File: src/include/split_desc_defines.vh
`ifndef SPLIT_DESC_DEFINES_VH
`define SPLIT_DESC_DEFINES_VH

// Register word addresses
`define ADDR_DESC_LAST 4'h7
`define ADDR_CTRL 4'h8
`define ADDR_STATUS 4'h9
`define ADDR_INT_STATUS 4'hA
`define ADDR_INT_CLEAR 4'hB
`define ADDR_INT_ENABLE 4'hC

// Descriptor word indices
`define WORD_LEN 3'h0
`define WORD_ROUTE 3'h1
`define WORD_RESULT 3'h3

// Word 0 fields
`define LIMIT_MSB 28
`define LIMIT_LSB 18
`define COUNT_MSB 17
`define COUNT_LSB 3
`define ACTIVE_BIT 0

// Word 1 fields
`define SPEED_MSB 17
`define SPEED_LSB 16
`define SPLIT_BIT 14

// Speed codes for bulk and control splits
`define SPEED_LOW 2'h2
`define SPEED_FULL 2'h0

// Isochronous total byte count ceiling
`define ISO_MAX_BYTES 15'h0400

// Control register fields
`define CTRL_ENABLE_BIT 0
`define CTRL_ISO_BIT 1

// Interrupt bits
`define INT_DONE_BIT 0
`define INT_ERROR_BIT 1

// Reset values
`define CTRL_RESET 2'h0
`define INT_RESET 2'h0
`define WORD_RESET 32'h0000_0000

`endif

File: src/hw/split_transfer_descriptor.v
// Local design decisions: the register offsets and the strobed register port.
`timescale 1ns/1ps
`default_nettype none
`include "split_desc_defines.vh"

// Behaviour
// - Each packet handed out is never longer than the 11-bit per-packet limit in bits 28 to 18.
// - The 15-bit total in bits 17 to 3 is the payload size moved for the whole descriptor.
// - The active flag in bit 0 is cleared when the descriptor completes or on a fatal error.
// - For bulk and control splits speed code 1,0 means low speed and 0,0 means full speed.
// - Isochronous splits are selected by control bit 1 and use the same eight-word descriptor layout.
// - An isochronous split total above one kilobyte is refused as a fatal error.
// - Outside iso mode, split bit zero runs a plain high-speed transaction, one runs a split transaction.
module split_transfer_descriptor #(
  parameter LIMIT_W = 11,
  parameter COUNT_W = 15
) (
  // Clock and reset
  input wire clk_in,
  input wire rst_n_in,
  // Register port
  input wire [3:0] addr_in,
  input wire [31:0] wr_data_in,
  input wire wr_en_in,
  input wire rd_en_in,
  output reg [31:0] rd_data_out,
  // Packet engine side
  output reg pkt_req_out,
  output reg [LIMIT_W-1:0] pkt_len_out,
  output reg split_out,
  output reg low_speed_out,
  input wire pkt_done_in,
  input wire [LIMIT_W-1:0] pkt_bytes_in,
  input wire pkt_err_in,
  // Status
  output reg busy_out,
  output reg irq_out
);

  localparam S_IDLE = 4'b0001;
  localparam S_ISSUE = 4'b0010;
  localparam S_WAIT = 4'b0100;
  localparam S_FINISH = 4'b1000;

  reg [31:0] desc [0:7];
  reg [3:0] state;
  reg [1:0] ctrl;
  reg [1:0] int_status;
  reg [1:0] int_enable;
  reg [LIMIT_W-1:0] limit;
  reg [COUNT_W-1:0] remain;
  reg [COUNT_W-1:0] moved;
  reg fail;
  reg [1:0] next_events;
  reg [3:0] next_state;
  reg [LIMIT_W-1:0] got;
  integer i;

  wire desc_wr = wr_en_in && (addr_in <= `ADDR_DESC_LAST);
  wire [31:0] word0 = desc[`WORD_LEN];
  wire [31:0] word1 = desc[`WORD_ROUTE];
  wire [LIMIT_W-1:0] field_limit = word0[`LIMIT_MSB:`LIMIT_LSB];
  wire [COUNT_W-1:0] field_count = word0[`COUNT_MSB:`COUNT_LSB];
  wire iso_mode = ctrl[`CTRL_ISO_BIT];

  // Smaller of the remaining bytes and the limit
  function [LIMIT_W-1:0] clip;
    input [COUNT_W-1:0] left;
    input [LIMIT_W-1:0] lim;
    begin
      if (left < {{(COUNT_W-LIMIT_W){1'b0}}, lim}) begin
        clip = left[LIMIT_W-1:0];
      end else begin
        clip = lim;
      end
    end
  endfunction

  // Next state and events
  always @* begin
    next_state = state;
    next_events = 2'h0;
    got = pkt_bytes_in;
    if (pkt_bytes_in > pkt_len_out) begin
      got = pkt_len_out;
    end
    case (state)
      S_IDLE: begin
        if (ctrl[`CTRL_ENABLE_BIT] && word0[`ACTIVE_BIT] && !desc_wr) begin
          if (iso_mode && (field_count > `ISO_MAX_BYTES)) begin
            next_state = S_FINISH;
          end else if (field_count == {COUNT_W{1'b0}}) begin
            next_state = S_FINISH;
          end else if (field_limit == {LIMIT_W{1'b0}}) begin
            next_state = S_FINISH;
          end else begin
            next_state = S_ISSUE;
          end
        end
      end
      S_ISSUE: begin
        next_state = S_WAIT;
      end
      S_WAIT: begin
        if (pkt_err_in) begin
          next_state = S_FINISH;
        end else if (pkt_done_in) begin
          // A short packet ends the transfer early
          if ((got < pkt_len_out) || (remain == {{(COUNT_W-LIMIT_W){1'b0}}, got})) begin
            next_state = S_FINISH;
          end else begin
            next_state = S_ISSUE;
          end
        end
      end
      S_FINISH: begin
        next_state = S_IDLE;
        if (fail) begin
          next_events[`INT_ERROR_BIT] = 1'b1;
        end else begin
          next_events[`INT_DONE_BIT] = 1'b1;
        end
      end
      default: begin
        next_state = S_IDLE;
      end
    endcase
  end

  // Transfer engine
  always @(posedge clk_in) begin
    if (!rst_n_in) begin
      state <= S_IDLE;
      limit <= {LIMIT_W{1'b0}};
      remain <= {COUNT_W{1'b0}};
      moved <= {COUNT_W{1'b0}};
      fail <= 1'b0;
      pkt_req_out <= 1'b0;
      pkt_len_out <= {LIMIT_W{1'b0}};
      split_out <= 1'b0;
      low_speed_out <= 1'b0;
      busy_out <= 1'b0;
    end else begin
      state <= next_state;
      pkt_req_out <= 1'b0;
      busy_out <= (next_state != S_IDLE);
      if (state == S_IDLE && next_state != S_IDLE) begin
        limit <= field_limit;
        remain <= field_count;
        moved <= {COUNT_W{1'b0}};
        fail <= (next_state == S_FINISH) && (field_count != {COUNT_W{1'b0}});
        // iso always via the translator at full speed
        if (iso_mode) begin
          split_out <= 1'b1;
          low_speed_out <= 1'b0;
        end else begin
          split_out <= word1[`SPLIT_BIT];
          low_speed_out <= word1[`SPLIT_BIT] &&
                           (word1[`SPEED_MSB:`SPEED_LSB] == `SPEED_LOW);
        end
      end
      if (state == S_ISSUE) begin
        pkt_req_out <= 1'b1;
        pkt_len_out <= clip(remain, limit);
      end
      if (state == S_WAIT && pkt_err_in) begin
        fail <= 1'b1;
      end else if (state == S_WAIT && pkt_done_in) begin
        remain <= remain - {{(COUNT_W-LIMIT_W){1'b0}}, got};
        moved <= moved + {{(COUNT_W-LIMIT_W){1'b0}}, got};
      end
    end
  end

  // Descriptor store; a software write in the finishing cycle wins
  always @(posedge clk_in) begin
    if (!rst_n_in) begin
      for (i = 0; i < 8; i = i + 1) begin
        desc[i] <= `WORD_RESET;
      end
    end else if (desc_wr) begin
      desc[addr_in[2:0]] <= wr_data_in;
    end else if (state == S_FINISH) begin
      desc[`WORD_LEN][`ACTIVE_BIT] <= 1'b0;
      if (iso_mode) begin
        desc[`WORD_RESULT][11:0] <= moved[11:0];
      end else begin
        desc[`WORD_RESULT][COUNT_W-1:0] <= moved;
      end
    end
  end

  // Control and interrupt registers
  always @(posedge clk_in) begin
    if (!rst_n_in) begin
      ctrl <= `CTRL_RESET;
      int_status <= `INT_RESET;
      int_enable <= `INT_RESET;
      irq_out <= 1'b0;
    end else begin
      if (wr_en_in && addr_in == `ADDR_CTRL) begin
        ctrl <= wr_data_in[1:0];
      end
      if (wr_en_in && addr_in == `ADDR_INT_ENABLE) begin
        int_enable <= wr_data_in[1:0];
      end
      // New events win over a clear in the same cycle
      if (wr_en_in && addr_in == `ADDR_INT_CLEAR) begin
        int_status <= (int_status & ~wr_data_in[1:0]) | next_events;
      end else begin
        int_status <= int_status | next_events;
      end
      irq_out <= |((int_status | next_events) & int_enable);
    end
  end

  // Read port, data one cycle after the strobe
  always @(posedge clk_in) begin
    if (!rst_n_in) begin
      rd_data_out <= 32'h0000_0000;
    end else if (rd_en_in) begin
      if (addr_in <= `ADDR_DESC_LAST) begin
        rd_data_out <= desc[addr_in[2:0]];
      end else if (addr_in == `ADDR_CTRL) begin
        rd_data_out <= {30'h0000_0000, ctrl};
      end else if (addr_in == `ADDR_STATUS) begin
        rd_data_out <= {moved, 11'h000, fail, busy_out, state};
      end else if (addr_in == `ADDR_INT_STATUS) begin
        rd_data_out <= {30'h0000_0000, int_status};
      end else if (addr_in == `ADDR_INT_ENABLE) begin
        rd_data_out <= {30'h0000_0000, int_enable};
      end else begin
        rd_data_out <= 32'h0000_0000;
      end
    end else begin
      rd_data_out <= 32'h0000_0000;
    end
  end

endmodule

`default_nettype wire

File: config.mk
export PLATFORM = sky130hd
export DESIGN_NAME = split_transfer_descriptor
export DESIGN_NICKNAME = d
export VERILOG_FILES = /design/src/hw/split_transfer_descriptor.v
export VERILOG_INCLUDE_DIRS = /design/src /design/src/include
export SDC_FILE = /design/constraint.sdc
export NUM_CORES = 1
export LEC_CHECK = 0
export BUFFER_PORTS_ARGS = -buffer_cell sky130_fd_sc_hd__buf_2
export CAP_MARGIN = 20
export CORE_ASPECT_RATIO = 1.4
export CORE_MARGIN = 4
export CORE_UTILIZATION = 25
export CTS_BUF_LIST = sky130_fd_sc_hd__clkbuf_8
export DETAILED_ROUTE_END_ITERATION = 7
export SYNTH_ARGS = -nofsm -noshare
export SYNTH_HDL_FRONTEND = slang
export SYNTH_SLANG_ARGS = --single-unit
export TNS_END_PERCENT = 20
File: constraint.sdc
create_clock -name clk_in -period 6.74 [get_ports clk_in]
set_input_delay 1.011 -clock clk_in [delete_from_list [all_inputs] [get_ports clk_in]]
set_output_delay 1.011 -clock clk_in [all_outputs]
set_load 0.1 [all_outputs]
**Word level (Yosys, flattened, before mapping)**

Memory sizes are Yosys's and may differ from the RTL's.
Index checks and enable logic that the tools add are counted.

- Memories kept: 1
- RAM bits: 256
- Logic and storage cells: 121
- Bits in registers: 100
- Output and inout port bits: 48
- Input bits: 53

- Muxes and demuxes: 55
- $lt $le $gt $ge: 5
- Add/sub/neg operators: 2
- Reductions and logical operators: 21
- Equal/unequal tests: 13
- Bitwise operators: 9

Memories:

| name | words | width | rd ports | clocked after Yosys merged registers in | wr ports | RTL line | RTL |
|---|---|---|---|---|---|---|---|
| desc | 8 | 32 | 3 | 0 | 8 | split_transfer_descriptor.v:45 | `reg [31:0] desc [0:7];` |

Operators by type and width:

| cell | number |
|---|---|
| 2-to-1 mux 32 bit | 4 |
| 2-to-1 mux 15 bit | 6 |
| OR reduction 32 bit | 1 |
| equality test 4 bit (second input constant) | 7 |
| 2-to-1 mux 4 bit | 7 |
| 2-to-1 mux 1 bit | 26 |
| 2-to-1 mux 12 bit | 2 |
| 2-to-1 mux 11 bit | 2 |
| adder 15 x 11 -> 15 bit | 1 |
| equality test 15 x 11 -> 1 bit | 1 |
| greater-than comparator 15 x 11 -> 1 bit (second input constant) | 1 |
| logical NOT 15 bit | 1 |
| < comparator 15 x 11 -> 1 bit | 1 |
| nonzero test 15 bit | 1 |
| subtractor 15 x 11 -> 15 bit | 1 |
| logical AND 1 bit | 12 |
| case mux 4 bit (3 select lines) | 1 |
| greater-than comparator 11 bit | 1 |
| logical NOT 11 bit | 1 |
| < comparator 11 bit | 1 |
| 2-to-1 mux 2 bit | 5 |
| 2-to-1 mux 3 bit | 2 |
| bitwise AND 2 bit | 2 |
| equality test 4 x 1 -> 1 bit (second input constant) | 1 |
| 13 further kinds | 17 |

**Longest topological paths before layout**

- Depth in word-level cells: 13
- Depth in mapped cells: 19
- Mapped depth without buffers: 18

**Worst setup path after synthesis**

OpenSTA, ideal clock, no wires.

- Kind: flip-flop to flip-flop
- Start: register pkt_len_out[8]
- End: register remain[14]
- Slack: 1.795 ns
- Data required time: 6.649 ns
- Buffers on the path: 1
- Setup time: 0.091 ns
- Cell stages (with the launch flop): 19
- Data arrival time: 4.854 ns
- Period minus slack after synthesis: 4.945 ns
- Cell sequence: dfxtp_1 -> inv_1 -> ha_1 -> a211oi_1 -> o21bai_1 -> a211oi_1 -> nor2_1 -> buf_1 -> o21ai_0 -> ha_1 -> inv_1 -> fa_1 -> a21oi_2 -> o21ai_2 -> a2111oi_2 -> o31ai_1 -> a2111oi_4 -> a211oi_1 -> a311oi_1

- Word-level cells in the longest chain between the ends: 13
- Elaborated cells on any way between the ends: 15
- Those cells by class: 1 x add/sub; 2 x order compare; 2 x eq/ne; 8 x mux; 2 x reduce/logical

RTL lines:

| element | RTL line | RTL |
|---|---|---|
| from (decl) | split_transfer_descriptor.v:29 | `output reg [LIMIT_W-1:0] pkt_len_out,` |
| from (signal assigned) | split_transfer_descriptor.v:139 | `pkt_len_out <= {LIMIT_W{1'b0}};` |
| from (signal assigned) | split_transfer_descriptor.v:164 | `pkt_len_out <= clip(remain, limit);` |
| greater-than comparator 11 bit | split_transfer_descriptor.v:84 | `if (pkt_bytes_in > pkt_len_out) begin` |
| 2-to-1 mux 11 bit | split_transfer_descriptor.v:84 |  |
| < comparator 11 bit / equality test 15 x 11 -> 1 bit (equally long branches) | split_transfer_descriptor.v:109 | `if ((got < pkt_len_out) \|\| (remain == {{(COUNT_W-LIMIT_W){1'b0}}, got})) begin` |
| logical OR 1 bit | split_transfer_descriptor.v:109 |  |
| 2-to-1 mux 4 bit | split_transfer_descriptor.v:109 |  |
| 2-to-1 mux 4 bit | split_transfer_descriptor.v:107 | `end else if (pkt_done_in) begin` |
| 2-to-1 mux 4 bit | split_transfer_descriptor.v:105 | `if (pkt_err_in) begin` |
| case mux 4 bit (3 select lines) | split_transfer_descriptor.v:87 | `case (state)` |
| != test 4 x 1 -> 1 bit | split_transfer_descriptor.v:147 | `if (state == S_IDLE && next_state != S_IDLE) begin` |
| logical AND 1 bit | split_transfer_descriptor.v:147 |  |
| 2-to-1 mux 15 bit | split_transfer_descriptor.v:147 |  |
| 2-to-1 mux 15 bit | split_transfer_descriptor.v:168 | `end else if (state == S_WAIT && pkt_done_in) begin` |
| 2-to-1 mux 15 bit (*) | split_transfer_descriptor.v:166 | `if (state == S_WAIT && pkt_err_in) begin` |
| to (signal assigned) | split_transfer_descriptor.v:135 | `remain <= {COUNT_W{1'b0}};` |
| to (signal assigned) | split_transfer_descriptor.v:149 | `remain <= field_count;` |
| to (signal assigned) | split_transfer_descriptor.v:169 | `remain <= remain - {{(COUNT_W-LIMIT_W){1'b0}}, got};` |
| to (decl) | split_transfer_descriptor.v:51 | `reg [COUNT_W-1:0] remain;` |

Every way passes the cells marked *; elsewhere a longest branch is shown, timed or not.
A chain may end at the register's enable or synchronous reset.

**Final worst setup path**

Same ends and word-level chain as after synthesis.

==> metrics.cfg <==
[cts]
cts_hold_buffers=0
path_clk_slew_ps=60
cts_sinks=356
cts_tree=built
cts_resized=0
post_cts_buffers=0
clock_latency_ps=630
cts_made_buffers=57
cts_root_buf=clkbuf_8
clockBufferDepth=3
htreeDepth=2

[logic_synthesis]
synth_area_leaders=edfxtp_1 45%, dfxtp_1 12%, mux4_2 8.4%
async_flop_share_pct=0
synth-seq-cells=356
synthCells=1419
synth_top_area_cell=edfxtp_1
ys_types=67
synth_compound_gate_area_share_pct=7.19
synth_top_area_share_pct=44.9
ys_warn_count=0
ys.flop_type=edfxtp_1
syn_nets=1527
synth.avg_cell_area_um2=12.1
synth_mux_area_share_pct=13.4
synth_simple_gate_area_share_pct=15.1
seq_area_frac_synth_pct=56.6
syn_area_um2=17100
synth-xor-area-share_pct=0.614
synth_top_family_by_area=simple AND/OR/NAND/NOR gates
synth-edff-count=256
synth-adder-area-share_pct=4.11

[die]
fp.dieW_um=229
start_util_pct=25.2
die_height_um=318
io_pins=101
die_area_um2=72800
core_area_um2=67900
num_rows=113

[timing]
slew_headroom_pct=29.7
setup_viol=0
clock_skew_ps=20.7
hold_viol=0
max_freq_mhz=203
rsz0062_at_grt=no
slew_violations=0
tightest_slew_ps=1050
period_share_pct=73.1
fin_tns_setup_ps=0
final.min_clock_period_ps=4930

[pwr]
irDropWorstVdd_mv=0.126
p_sw_w=0.00123
power_density_nw_per_um2=247
netSwitchingFraction_pct=25.1
p_leak_nw=7.78
power.internal_w=0.00367
power.share.clock_pct=40.3
power_frac_seq_pct=50.7
finalPower_w=0.00490
power_frac_comb_pct=9.0

[critical_path]
rrSetupSlack_ps=1810
path_class=flip-flop to flip-flop
critPathLaunchType=flip-flop
endpoint_kind=flip-flop
worst-path-max-fanout=11
cp.required_ps=7280
cp.arrival_ps=5470

[outcome]
status=finished clean

[placement]
port_buffers=100
dp_hpwl_mm=36.6
gp_congestion=0.846
dpl_cell_area_um2=18600
dpl.cell_count=2314

[drt]
drtAntennaViolNets=0
wl_per_cell_um=21.9
via_per_inst=4.96
firstDrtPassIters=5
drt-total-wl_mm=53.2
drc=0
vias=12000
drtIter0Drc=913

[global_routing]
grt_pass1_vias=12300
track_usage_pct=14.2
antenna_found_initial=11
grt_overflow=0
grt_max_degree=57
grt_pass1_wl_mm=79.2

[layout]
nets=1619
fin_area_um2=19800
fin_cells=2427
layout-drive-gt1-share_pct=19.4
area_growth_pct=15.6

[hold_path]
hp-class=flip-flop to flip-flop

[flow_run]
max-cap-violations=0

-- synthesized netlist by cell type, types with 12 or more instances --
cell type	n
edfxtp_1	256
nor2_1	180
and3_1	111
nand2_1	109
dfxtp_1	100
clkbuf_1	67
a21oi_1	65
mux4_2	64
o21ai_0	58
mux2i_1	55
ha_1	53
inv_1	44
and2_1	39
nand3_1	22
a21o_1	14
nor3_1	14
a211oi_1	12
-- worst paths after layout --
path / from / to / depth (start not counted)
worst max-delay path: pkt_len_out[8] / remain[14] / 18
worst max register to register: pkt_len_out[8] / remain[14] / 18
worst min-delay path: limit[3] / limit[3] / 2
worst min register to register: limit[3] / limit[3] / 2
-- cell families after synthesis --
family | count (synthesis)
buf+inv | 132
compound gates | 198
fa+ha+maj | 55
mux | 137
simple gates | 529
flops | 356
xor+xnor | 12
-- cell type report --
type / instances / area, µm²
clock inverters: 40 / 288
well taps: 862 / 1080
clock buffers: 68 / 936
flip-flops and latches: 356 / 9690
repair buffers: 121 / 681
diodes: 5 / 12.5
multi-input cells: 931 / 6950
inverters: 44 / 165
fillers: 6913 / 48100
-- sequential cells by signal (all words and copies together), names as in the netlist, 2 cells and up --
register     count
state            4
moved           15
remain          15
ctrl             2
limit           11
pkt_len_out     11
rd_data_out     32
int_status       2
desc           256
int_enable       2
-- power by group through the flow --
stage	combinational, W	clock (W)	sequential (W)
after global routing	0.000474	0.00212	0.00249
after floorplan	0.000253	0	0.00256
after CTS	0.000445	0.00202	0.00248
after global placement	0.000439	0	0.00252
after detailed placement	0.000443	0	0.00253
final	0.000442	0.00197	0.00248
-- metal layers --
metal / vias up / wire (µm) / GRT usage, %
met5: - / 72 / 0
li1: 5461 / - / -
met2: 404 / 26800 / 24.9
met4: 10 / 2270 / 6.16
met1: 6043 / 20800 / 16.9
met3: 115 / 3300 / 2.77
-- layout by cell type, fill, tap and decap left out, types with 8 or more instances in the layout --
cell,instances
mux2_2,9
buf_2,99
mux4_2,64
nand4_1,11
and2_1,39
a21o_1,14
ha_1,53
a211oi_1,12
dfxtp_1,100
mux2i_4,9
a21oi_1,65
and3_1,111
nor2_1,179
o21ai_0,58
inv_1,62
nand3_1,21
clkbuf_8,68
edfxtp_1,256
a22oi_1,8
mux2i_1,55
buf_4,21
nor3_1,13
nand2_1,109
-- through the flow --
stage          setup WS (ps)  hold slack [ps]  utilization [%]
3_3_place_gp            1370              473             27.3
6_report                1810              471             29.2
5_1_grt                 1410              503             29.2
2_1_floorplan           1800              448                -
4_1_cts                 1820              479             29.2
3_5_place_dp            1290              471             27.4
-- critical path, cell delays in order, from the launching register on --
cell and delay (ps):
dfxtp_1 440, inv_1 110, ha_1 320, nand4_1 150, a211oi_1 260, a211oi_1 120, nor2_1 670, nand2_1 100
o21ai_0 180, ha_1 250, inv_1 60, fa_1 440, a21oi_2 200, o21ai_2 90, a2111oi_2 410, o31ai_1 210
a2111oi_4 440, a211oi_1 130, a311oi_1 260
Note: power is estimated with default switching activity, not from simulation.
